===== config.mk =====
export PLATFORM = sky130hd
export DESIGN_NAME = misc_cfg_reg
export DESIGN_NICKNAME = d
export VERILOG_FILES = /design/src/misc_cfg_pkg.sv /design/src/sync_timer_if.sv /design/src/sync_off_timer.sv /design/src/misc_cfg_reg.sv
export VERILOG_INCLUDE_DIRS = /design/src
export SDC_FILE = /design/constraint.sdc
export NUM_CORES = 1
export LEC_CHECK = 0
export BUFFER_PORTS_ARGS = -buffer_cell sky130_fd_sc_hd__buf_2
export CAP_MARGIN = 15
export CELL_PAD_IN_SITES_DETAIL_PLACEMENT = 2
export CELL_PAD_IN_SITES_GLOBAL_PLACEMENT = 2
export CORE_ASPECT_RATIO = 0.9
export CORE_MARGIN = 2
export CORE_UTILIZATION = 37
export DETAILED_ROUTE_END_ITERATION = 6
export PLACE_DENSITY = 0.92
export SYNTH_ARGS = -nofsm -noshare
export SYNTH_HDL_FRONTEND = slang
export SYNTH_SLANG_ARGS = --single-unit

===== constraint.sdc =====
create_clock -name clk_i -period 5.2 [get_ports clk_i]
set_input_delay 0.52 -clock clk_i [delete_from_list [all_inputs] [get_ports clk_i]]
set_output_delay 0.52 -clock clk_i [all_outputs]
set_load 0.005 [all_outputs]

===== src/misc_cfg_defs.svh =====
`ifndef MISC_CFG_DEFS_SVH
`define MISC_CFG_DEFS_SVH

// Command code of the configuration word
`define MISC_CFG_CODE        8'hd1
`define MISC_CFG_RESET       16'h0000

// Field positions
`define MIN_DUTY_HI          15
`define MIN_DUTY_LO          14
`define MIN_DUTY_EN_BIT      13
`define ALT_RAMP_DOWN_BIT    12
`define SYNC_TIMEOUT_BIT     11
`define FEED_FWD_BIT         9
`define FAULT_SPREAD_BIT     8
`define SYNC_INPUT_MODE_BIT  6
`define SYNC_OUT_CTRL_BIT    5
`define LOWSIDE_MODE_BIT     2
`define STANDBY_HI           1
`define STANDBY_LO           0

// Standby codes
`define STANDBY_LOW_POWER    2'h0
`define STANDBY_MONITOR      2'h1
`define STANDBY_RESERVED     2'h2
`define STANDBY_PULSED       2'h3

// Timing
`define CLK_FREQ_MHZ         40
`define SYNC_OFF_TIME_MS     500
`define SYNC_OFF_CYCLES      (`SYNC_OFF_TIME_MS * 1000 * `CLK_FREQ_MHZ)

`endif


===== src/misc_cfg_pkg.sv =====
`default_nettype none

package misc_cfg_pkg;

  typedef enum logic [1:0] {
    T_IDLE,
    T_COUNT,
    T_EXPIRED
  } timer_state_t;

  typedef struct packed {
    timer_state_t state;
    logic [31:0]  count;
    logic         expired;
  } timer_t;

  typedef struct packed {
    logic [15:0] cfg;
    logic        rsp_valid;
    logic        rsp_nack;
    logic [15:0] rsp_data;
    logic        cml_fault;
    logic [2:0]  min_duty;
    logic        out_hiz;
    logic        sync_oe;
    logic        ext_clk;
    logic        ff_correct;
    logic        lowside_on;
    logic        shutdown_now;
    logic        seq_shutdown;
    logic        low_power;
    logic        mon_cont;
    logic        mon_pulsed;
  } cfg_state_t;

endpackage

`default_nettype wire


===== src/sync_timer_if.sv =====
`timescale 1ns/1ps
`default_nettype none

interface sync_timer_if;
  logic arm;
  logic expired;
  modport ctrl  (output arm, input expired);
  modport timer (input arm, output expired);
endinterface

`default_nettype wire


===== src/sync_off_timer.sv =====
`timescale 1ns/1ps
`default_nettype none
`include "misc_cfg_defs.svh"

// Counts the delay after disable before the switching clock output stops
module sync_off_timer #(
  parameter int unsigned OFF_CYCLES = `SYNC_OFF_CYCLES
) (
  input  wire logic    clk_i,
  input  wire logic    rst_n_i,
  sync_timer_if.timer  tmr
);

  misc_cfg_pkg::timer_t t_q;
  misc_cfg_pkg::timer_t t_d;

  always_comb begin
    t_d = t_q;
    unique case (t_q.state)
      misc_cfg_pkg::T_IDLE: begin
        t_d.count = 32'h0000_0000;
        if (tmr.arm) begin
          t_d.state = misc_cfg_pkg::T_COUNT;
        end
      end
      misc_cfg_pkg::T_COUNT: begin
        if (!tmr.arm) begin
          t_d.state = misc_cfg_pkg::T_IDLE;
        end else if (t_q.count >= OFF_CYCLES - 32'h0000_0002) begin
          t_d.state = misc_cfg_pkg::T_EXPIRED;
        end else begin
          t_d.count = t_q.count + 32'h0000_0001;
        end
      end
      misc_cfg_pkg::T_EXPIRED: begin
        if (!tmr.arm) begin
          t_d.state = misc_cfg_pkg::T_IDLE;
        end
      end
      default: t_d.state = misc_cfg_pkg::T_IDLE;
    endcase
    t_d.expired = (t_d.state == misc_cfg_pkg::T_EXPIRED);
  end

  always_ff @(posedge clk_i or negedge rst_n_i) begin
    if (!rst_n_i) begin
      t_q <= '0;
    end else begin
      t_q <= t_d;
    end
  end

  assign tmr.expired = t_q.expired;
endmodule

`default_nettype wire


===== src/misc_cfg_reg.sv =====
// Summary of operation
// - Two-bit code selects ramp minimum duty of one to four 256ths.
// - Minimum duty during ramps is enforced only when its enable bit is set.
// - Alternate ramp-down holds output high-impedance until undervoltage threshold.
// - With time-out set, clock output stops 500 ms after disable.
// - Feed-forward bit zero corrects loop coefficients for input voltage.
// - Spreading off and sequencing off: peer faults are ignored.
// - Spreading off and sequencing on: shut down in sequence from failure.
// - Spreading on: a peer fault in the group shuts down immediately.
// - Clock input mode selects strap-based or external clock switching.
// - Clock output bit drives switching clock out when internal oscillator used.
// - Low-side mode bit keeps low-side drive on while disabled.
// - Standby 00: disabled low power, telemetry reads raise communication fault.
// - Standby 01: monitor continuously while disabled, telemetry available.
// - Standby 11: pulsed monitoring, telemetry on read; 10 reserved.
`timescale 1ns/1ps
`default_nettype none
`include "misc_cfg_defs.svh"

module misc_cfg_reg #(
  parameter int unsigned SYNC_OFF_CYCLES = `SYNC_OFF_CYCLES
) (
  input  wire logic        clk_i,
  input  wire logic        rst_n_i,
  input  wire logic        cmd_valid_i,
  input  wire logic [7:0]  cmd_code_i,
  input  wire logic        cmd_write_i,
  input  wire logic [15:0] cmd_wdata_i,
  input  wire logic        cmd_telem_i,
  input  wire logic        enabled_i,
  input  wire logic        ramping_i,
  input  wire logic        ramp_down_i,
  input  wire logic        vout_above_uv_i,
  input  wire logic        peer_fault_i,
  input  wire logic        sequencing_en_i,
  output logic             rsp_valid_o,
  output logic             rsp_nack_o,
  output logic [15:0]      rsp_data_o,
  output logic             communication_fault_status_o,
  output logic [15:0]      cfg_o,
  output logic [2:0]       min_duty_o,
  output logic             out_hiz_o,
  output logic             sync_oe_o,
  output logic             sync_ext_clk_o,
  output logic             ff_correct_o,
  output logic             lowside_on_o,
  output logic             shutdown_now_o,
  output logic             seq_shutdown_o,
  output logic             low_power_o,
  output logic             monitor_cont_o,
  output logic             monitor_pulsed_o
);

  logic [1:0] rst_sync_q;
  logic       rst_n;

  always_ff @(posedge clk_i or negedge rst_n_i) begin
    if (!rst_n_i) begin
      rst_sync_q <= 2'h0;
    end else begin
      rst_sync_q <= {rst_sync_q[0], 1'b1};
    end
  end
  assign rst_n = rst_sync_q[1];

  // Minimum duty in 256ths of the period; zero means no limit
  function automatic logic [2:0] min_duty_parts(input logic [15:0] cfg);
    return {1'b0, cfg[`MIN_DUTY_HI:`MIN_DUTY_LO]} + 3'h1;
  endfunction

  function automatic logic [1:0] standby(input logic [15:0] cfg);
    return cfg[`STANDBY_HI:`STANDBY_LO];
  endfunction

  misc_cfg_pkg::cfg_state_t s_q;
  misc_cfg_pkg::cfg_state_t s_d;

  sync_timer_if tmr ();

  sync_off_timer #(.OFF_CYCLES(SYNC_OFF_CYCLES)) u_timer (
    .clk_i   (clk_i),
    .rst_n_i (rst_n),
    .tmr     (tmr.timer)
  );

  assign tmr.arm = !enabled_i && s_q.cfg[`SYNC_TIMEOUT_BIT];

  always_comb begin
    logic [15:0] cfg;
    logic        lp;
    cfg = s_q.cfg;
    lp  = 1'b0;
    s_d = s_q;
    s_d.rsp_valid = 1'b0;
    s_d.rsp_nack  = 1'b0;
    s_d.cml_fault = 1'b0;
    lp = !enabled_i && (standby(s_q.cfg) == `STANDBY_LOW_POWER);
    if (cmd_valid_i) begin
      s_d.rsp_valid = 1'b1;
      if (cmd_code_i == `MISC_CFG_CODE) begin
        if (cmd_write_i) begin
          cfg = cmd_wdata_i;
          s_d.rsp_data = 16'h0000;
        end else begin
          s_d.rsp_data = s_q.cfg;
        end
      end else begin
        s_d.rsp_data = 16'h0000;
        s_d.rsp_nack = 1'b1;
        // Telemetry is refused only in low power; otherwise another block answers
        if (cmd_telem_i && lp) begin
          s_d.cml_fault = 1'b1;
        end else if (cmd_telem_i) begin
          s_d.rsp_nack = 1'b0;
        end
      end
    end
    s_d.cfg = cfg;
    s_d.min_duty = (ramping_i && s_q.cfg[`MIN_DUTY_EN_BIT]) ?
                   min_duty_parts(s_q.cfg) : 3'h0;
    s_d.out_hiz = ramp_down_i && s_q.cfg[`ALT_RAMP_DOWN_BIT] && vout_above_uv_i;
    s_d.ext_clk = s_q.cfg[`SYNC_INPUT_MODE_BIT];
    s_d.sync_oe = s_q.cfg[`SYNC_OUT_CTRL_BIT] && !s_q.cfg[`SYNC_INPUT_MODE_BIT]
                  && !tmr.expired;
    s_d.ff_correct = !s_q.cfg[`FEED_FWD_BIT];
    s_d.lowside_on = !enabled_i && s_q.cfg[`LOWSIDE_MODE_BIT];
    s_d.shutdown_now = peer_fault_i && s_q.cfg[`FAULT_SPREAD_BIT];
    s_d.seq_shutdown = peer_fault_i && !s_q.cfg[`FAULT_SPREAD_BIT]
                       && sequencing_en_i;
    s_d.low_power = lp;
    s_d.mon_cont = !enabled_i && (standby(s_q.cfg) == `STANDBY_MONITOR
                   || standby(s_q.cfg) == `STANDBY_RESERVED);
    s_d.mon_pulsed = !enabled_i && (standby(s_q.cfg) == `STANDBY_PULSED);
  end

  always_ff @(posedge clk_i or negedge rst_n) begin
    if (!rst_n) begin
      s_q     <= '0;
      s_q.cfg <= `MISC_CFG_RESET;
    end else begin
      s_q <= s_d;
    end
  end

  assign rsp_valid_o                  = s_q.rsp_valid;
  assign rsp_nack_o                   = s_q.rsp_nack;
  assign rsp_data_o                   = s_q.rsp_data;
  assign communication_fault_status_o = s_q.cml_fault;
  assign cfg_o                        = s_q.cfg;
  assign min_duty_o                   = s_q.min_duty;
  assign out_hiz_o                    = s_q.out_hiz;
  assign sync_oe_o                    = s_q.sync_oe;
  assign sync_ext_clk_o               = s_q.ext_clk;
  assign ff_correct_o                 = s_q.ff_correct;
  assign lowside_on_o                 = s_q.lowside_on;
  assign shutdown_now_o               = s_q.shutdown_now;
  assign seq_shutdown_o               = s_q.seq_shutdown;
  assign low_power_o                  = s_q.low_power;
  assign monitor_cont_o               = s_q.mon_cont;
  assign monitor_pulsed_o             = s_q.mon_pulsed;
endmodule

`default_nettype wire


==> flow_summary.yaml, run 1 <==
power_and_ir_drop:
  power_density_nw_per_um2: 287
  vdd.ir_drop.worst_v: 0.000160
  power.static_leakage_nw: 2.29
  sequentialPowerShare_pct: 49.7
  swShare_pct: 24.8
  pwr-share-comb_pct: 4.4
  p_clk_share_pct: 46.0
  switching_power_mw: 0.338
  internal-power_mw: 1.02
place:
  globalplace.congestion: 0.799
  number_of_port_buffers: 82
  hpwl_mm: 9.18
  post-place-ws_ns: 2.54
  post-place-cells: 570
synthesis:
  yosys_most_used_dff: "sky130_fd_sc_hd__dfrtp_1"
  synthArstFlopShare_pct: 100
  synth_largest_type_area_fraction_pct: 54.1
  synth_sequential_area_ratio_pct: 54.1
  post-synth-top-area-cell: "sky130_fd_sc_hd__dfrtp_1"
  mappedNetlistArea_um2: 3930
  post_synth_main_area_contributors: "sky130_fd_sc_hd__dfrtp_1, sky130_fd_sc_hd__nand2_1, sky130_fd_sc_hd__mux2_2, sky130_fd_sc_hd__inv_1, sky130_fd_sc_hd__o21ai_0"
  netlist-cell-type-count: 49
  synthesis_warning_total: 0
  avgSynthCellArea_um2: 10.4
  postSynthRegisterBits: 85
  postSynthCellCount: 376
  syn_nets: 416
  synth_enable_flop_cells: 0
timing:
  final.setup_skew_ns: 0.0117
  rsz0062_at_grt: "no"
  timing.max_slew.rel_slack_pct: 27.6
  setup_ws_ns: 2.71
  timing_max_transition_violations_final: 0
  maxClockFrequency_mhz: 401
  period_share_pct: 47.9
  report.final.hold_viol_count: 0
  finalSetupViolCount: 0
  final_sum_of_negative_setup_slack_ns: 0
  final_critical_path_time_including_i_o_delays_and_setup_ns: 2.49
  worst_pin_slew_ns: 1.08
  worst_hold_margin_ns: 0.366
setup_path:
  worstPathArrival_ns: 2.75
  worstPathRequired_ns: 5.46
  crit_path_max_fanout: 15
  worst_setup_path_start_kind: "flip-flop"
  setup.worst_path.end_class: "flip-flop"
  criticalPathCategory: "flip-flop to flip-flop"
cells_and_area:
  layout_common_cells: "sky130_fd_sc_hd__dfrtp_1, sky130_fd_sc_hd__buf_2, sky130_fd_sc_hd__nand2_1"
  finish.utilization_pct: 46.0
  fin_nets: 494
  drive_gt1_share_pct: 28.3
  final_cells: 589
  syn2layout_area_growth_pct: 20.5
  final_common_cell: "sky130_fd_sc_hd__dfrtp_1"
route:
  post_drt_wl_per_cell_um: 24.5
  via_count_of_the_routed_design: 3363
  first_pass_iters: 4
  overall_routed_net_length_mm: 14.5
  post-route-drc-count: 0
  detail_route.iter0.violations: 195
  via_per_inst: 5.71
  postRouteAntennaNets: 0
clock_network:
  clkSinkCount: 85
  cts_tree: "built"
  cts_buffer_count: 9
  insertion_delay_ns: 0.35
  root_buffer_cell: "sky130_fd_sc_hd__clkbuf_16"
  clock_slew_at_reported_path_ffs_ns: 0.07
  htree_levels: 3
  clock_tree.buffer_depth: 2
  postCtsSetupBuffers: 0
global_route:
  antenna_found_initial: 1
  global_route.usage.total_pct: 26.4
  via_count_of_the_first_global_routing_pass: 3920
  grt_first_pass_wirelength_mm: 22.7
  gr-total-overflow: 0
  grt_start_max_net_pins: 84
floorplanning:
  initial_utilization_pct: 38.2
  fp.dieH_um: 102
  row_count: 35
  pin_count: 83
  floorplan.core_area_um2: 10300
  fp.dieW_um: 113
  dieArea_um2: 11500
run:
  max_cap_viols: 0
run_status:
  run_status: "finished clean"
min_path:
  holdCritPathClass: "flip-flop to async pin"
==> final timing paths <==
check / startpoint / to / slack [ns] / depth (start not counted)
setup / recovery: u_timer.t_q[24]$_DFFE_PN0P_ / u_timer.t_q[11]$_DFFE_PN0P_ / 2.71 / 5
hold / removal: rst_sync_q[1]$_DFF_PN0_ / seq_shutdown_o$_DFF_PN0_ / 0.37 / 1
setup reg to reg: u_timer.t_q[24]$_DFFE_PN0P_ / u_timer.t_q[11]$_DFFE_PN0P_ / 2.71 / 5
hold reg to reg: rst_sync_q[1]$_DFF_PN0_ / seq_shutdown_o$_DFF_PN0_ / 0.37 / 1
max in group asynchronous: rst_sync_q[1]$_DFF_PN0_ / u_timer.t_q[30]$_DFFE_PN0P_ / 4.20 / 2
min in group clk_i: rst_sync_q[0]$_DFF_PN0_ / rst_sync_q[1]$_DFF_PN0_ / 0.38 / 0
==> flip-flops by register name (all words and copies together) (netlist names), 2 cells and up <==
name	count
u_timer.t_q	34
cfg_o	16
rsp_data_o	16
min_duty_o	3
rst_sync_q	2
==> power by group through the flow <==
stage	logic, mW	clock network [mW]	registers, mW
floorplan	0.0130	0	0.695
global placement	0.0489	0	0.686
detailed placement	0.0537	0	0.687
CTS	0.0575	0.634	0.675
global route	0.0656	0.658	0.676
finish	0.0598	0.625	0.675
==> metal layers <==
metal  track usage [%]  vias up  wire length (um)
met5                 0        -                 0
met1              31.8     1760              5920
met2              46.5      107              7420
met4              8.54        0               327
li1                  -     1473                 -
met3              7.12       23               788
==> synth_stat cells (7+ instances only) <==
library cell / count
sky130_fd_sc_hd__a21oi_1: 8
sky130_fd_sc_hd__and2_1: 10
sky130_fd_sc_hd__clkbuf_1: 10
sky130_fd_sc_hd__dfrtp_1: 85
sky130_fd_sc_hd__inv_1: 26
sky130_fd_sc_hd__mux2_2: 16
sky130_fd_sc_hd__mux2i_1: 8
sky130_fd_sc_hd__nand2_1: 52
sky130_fd_sc_hd__nand2b_1: 10
sky130_fd_sc_hd__nand3_1: 12
sky130_fd_sc_hd__nand4_1: 8
sky130_fd_sc_hd__nor2_1: 15
sky130_fd_sc_hd__nor2b_1: 7
sky130_fd_sc_hd__o21ai_0: 19
sky130_fd_sc_hd__or4_1: 7
==> worst max-delay path: stages (launching register included) <==
cell,delay (ns)
sky130_fd_sc_hd__dfrtp_1,0.46
sky130_fd_sc_hd__or4_4,0.60
sky130_fd_sc_hd__o221ai_4,0.24
sky130_fd_sc_hd__nand3_2,0.34
sky130_fd_sc_hd__or4_1,0.59
sky130_fd_sc_hd__a21oi_1,0.17
==> metrics by stage <==
stage / power [mW] / cell area, um2
floorplan: 0.708 / 3930
global placement: 0.735 / 4420
detailed placement: 0.741 / 4420
CTS: 1.37 / 4710
global route: 1.40 / 4740
finish: 1.36 / 4740
==> area by class of cell <==
| class | count | area [um2] |
|---|---|---|
| fill | 1049 | 5560 |
| sequential | 85 | 2130 |
| multi-input combinational | 247 | 1610 |
| timing repair buffer | 85 | 455 |
| clock buffer | 11 | 233 |
| tap | 129 | 161 |
| inverter | 26 | 97.6 |
| clock inverter | 5 | 43.8 |
| antenna | 1 | 2.50 |
==> cells by family (layout without fill, tap and decap cells) <==
kind of cell	count (synthesis)	count (layout)	share of synthesized area [%]
adders and majority gates	5	5	1.59
other	1	2	0.0954
muxes	24	24	6.62
DFF	85	85	54.1
buffers and inverters	44	127	4.97
AOI/OAI and AO/OA	58	58	10.4
and+or+nand+nor	159	159	22.2
==> repair_timing <==
action | 4_1_cts | 5_1_grt
gates resized for setup | 0 | 0
hold buffers | 1 | 0
hold endpoints to repair | 2 | 0
setup endpoints to repair | 0 | 0
(Power assumes the default switching activity.)
==> run 2, diff against run 1 <==
CORE_UTILIZATION = 31   (was 37)
PLACE_DENSITY = 0.83   (was 0.92)
clock period = 2.28 ns   (was 5.2 ns; I/O delays follow)
==> run 2 against run 1 <==
Sequential share of layout area fell by 2.7 points. Non-clock buffer count rose by 25. First-iteration DRC count fell by 11%. Hold slack got worse by 0.26 ns. Critical endpoint is now u_timer.t_q[24]$_DFFE_PN0P_. Largest power group is now clock. Highest routed layer unchanged.
==> flow_summary.yaml, run 2 (synthesized netlist as in run 1, its figures left out) <==
timing:
  final.setup_skew_ns: 0.0104
  period_share_pct: 97.4
  maxClockFrequency_mhz: 450
  report.final.hold_viol_count: 0
  final_critical_path_time_including_i_o_delays_and_setup_ns: 2.22
  timing_max_transition_violations_final: 0
  finalSetupViolCount: 0
  final_sum_of_negative_setup_slack_ns: 0
  worst_hold_margin_ns: 0.107
  timing.max_slew.rel_slack_pct: 60.2
  worst_pin_slew_ns: 0.597
  rsz0062_at_grt: "yes"
setup_path:
  critical-path-top-cell-by-count: "sky130_fd_sc_hd__or4_4"
  crit-reg2reg-capture: "u_timer.t_q[24]$_DFFE_PN0P_"
  cp-startpoint: "u_timer.t_q[24]$_DFFE_PN0P_"
  worst_stage_delay_on_the_critical_path_ns: 0.57
  critical-path-slowest-cell: "sky130_fd_sc_hd__or4_4"
  cp.buffers_inverters: 0
  setup.worst_path.end_class: "flip-flop"
  worstRegToRegCells: 5
  worstPathRequired_ns: 2.56
  path_delay_family: "simple AND/OR/NAND/NOR gates"
  worstPathArrival_ns: 2.50
  worst_setup_path_start_kind: "flip-flop"
  crit_path_max_fanout: 4
  reg2reg_slack_ns: 0.06
  criticalPathCategory: "flip-flop to flip-flop"
  regToRegStartpoint: "u_timer.t_q[24]$_DFFE_PN0P_"
  crit_chain: "or4_4 -> o221ai_4 -> nand4_1 -> or4_4 -> a21oi_2"
route:
  met3WireLength_um: 650
  detailed_route_wire_length_on_metal_1_mm: 5.51
  max_layer_used: "met4"
  post-route-drc-count: 0
  postRouteAntennaNets: 0
  detail_route.iter0.violations: 174
  met2RoutedLength_mm: 6.93
  post_drt_wl_per_cell_um: 20.5
  via_count_of_the_routed_design: 3369
  overall_routed_net_length_mm: 13.3
  via_per_inst: 5.20
  first_pass_iters: 4
place:
  globalplace.congestion: 0.800
  post-place-cells: 627
  hpwl_mm: 8.78
  placed_area_um2: 4630
  number_of_port_buffers: 82
min_path:
  holdCritPathClass: "input pin to flip-flop"
  worst_hold_path.num_cells: 2
  startpoint_of_the_worst_hold_path: "cmd_wdata_i[15]"
  worst_hold_path.endpoint: "cfg_o[15]$_DFFE_PN0P_"
floorplanning:
  row_count: 39
  pin_count: 83
  fp.dieH_um: 111
  fp.dieW_um: 123
  initial_utilization_pct: 31.3
  dieArea_um2: 13600
  floorplan.core_area_um2: 12500
power_and_ir_drop:
  p_clk_share_pct: 50.3
  switching_power_mw: 0.746
  sequentialPowerShare_pct: 46.2
  pwr-share-comb_pct: 3.5
  power_density_nw_per_um2: 664
  swShare_pct: 22.3
  vdd.ir_drop.worst_v: 0.000358
  power.static_leakage_nw: 2.45
  internal-power_mw: 2.61
clock_network:
  cts_tree: "built"
  cts_buffer_count: 9
  insertion_delay_ns: 0.35
  clock_tree.buffer_depth: 2
  root_buffer_cell: "sky130_fd_sc_hd__clkbuf_16"
  htree_levels: 3
  clkSinkCount: 85
  clock_slew_at_reported_path_ffs_ns: 0.07
global_route:
  global_route.usage.total_pct: 20.7
  antenna_found_initial: 0
  grt_first_pass_wirelength_mm: 21.7
  via_count_of_the_first_global_routing_pass: 3869
  grt_start_max_net_pins: 34
  gr-total-overflow: 0
cells_and_area:
  filler_cell_count: 1307
  final_cells: 648
  final_instance_area_um2: 5050
  drive_gt1_share_pct: 33.9
  layout_common_cells: "sky130_fd_sc_hd__dfrtp_1, sky130_fd_sc_hd__buf_2, sky130_fd_sc_hd__nand2_1"
  fin_nets: 519
  registers.top_by_ff_count: "u_timer.t_q"
  syn2layout_area_growth_pct: 28.4
  final_common_cell: "sky130_fd_sc_hd__dfrtp_1"
  number_of_flip_flops_in_the_largest_register: 34
  num_antenna_cells: 0
run:
  max_cap_viols: 0
run_status:
  run_status: "finished clean"
run 2: cell count changes in the layout (fill, tap and decap cells not counted), sizes merged:
cell | before | now
buf | 84 | 109
bufinv | 0 | 2
clkbuf | 11 | 12
clkinv | 3 | 0
diode | 1 | 0
run 2: power by group through the flow:
stage,Sequential (mW),Clock (mW),Combinational (mW)
2_1_floorplan,1.58,0,0.0295
3_3_place_gp,1.58,0,0.105
3_5_place_dp,1.58,0,0.111
4_1_cts,1.55,1.72,0.118
5_1_grt,1.55,1.77,0.129
6_report,1.55,1.69,0.116
run 2: worst max path at each step:
stage	to	slack (ns)	cells past startpoint
6_report	u_timer.t_q[24]$_DFFE_PN0P_	0.06	5
5_1_grt	u_timer.t_q[22]$_DFFE_PN0P_	-0.03	6
4_1_cts	u_timer.t_q[20]$_DFFE_PN0P_	0.04	5
3_5_place_dp	u_timer.t_q[1]$_DFFE_PN0P_	0.01	6
3_3_place_gp	u_timer.t_q[11]$_DFFE_PN0P_	0.12	5
2_1_floorplan	u_timer.t_q[10]$_DFFE_PN0P_	0.22	5
run 2: cell type report:
| class | instances | area (um2) | area share, % |
|---|---|---|---|
| sequential | 85 | 2130 | 42.3 |
| clock inverter | 4 | 77.6 | 1.54 |
| multi-input combinational | 247 | 1650 | 32.8 |
| clock buffer | 12 | 256 | 5.08 |
| inverter | 26 | 97.6 | 1.93 |
| timing repair buffer | 110 | 623 | 12.3 |
| tap | 164 | 205 | 4.07 |
run 2: routing by layer:
layer	vias up	track usage (%)
met3	17	5.56
met1	1745	25.7
li1	1533	-
met5	-	0
met4	0	6.44
met2	74	34.7
run 2: repair_timing:
action                     CTS  global route
hold endpoints to repair     2             0
pin swaps                    0             3
hold buffers                 1             0
buffers inserted             0             4
setup endpoints to repair    1             9
resized for setup            1            11
run 2: metrics by stage:
stage / total power [mW] / utilization (%) / worst slack, ns
2_1_floorplan: 1.61 / - / 0.221
3_3_place_gp: 1.68 / 36.9 / 0.117
3_5_place_dp: 1.69 / 36.9 / 0.0128
4_1_cts: 3.38 / 39.7 / 0.0407
5_1_grt: 3.45 / 40.2 / -0.0326
6_report: 3.35 / 40.2 / 0.0599
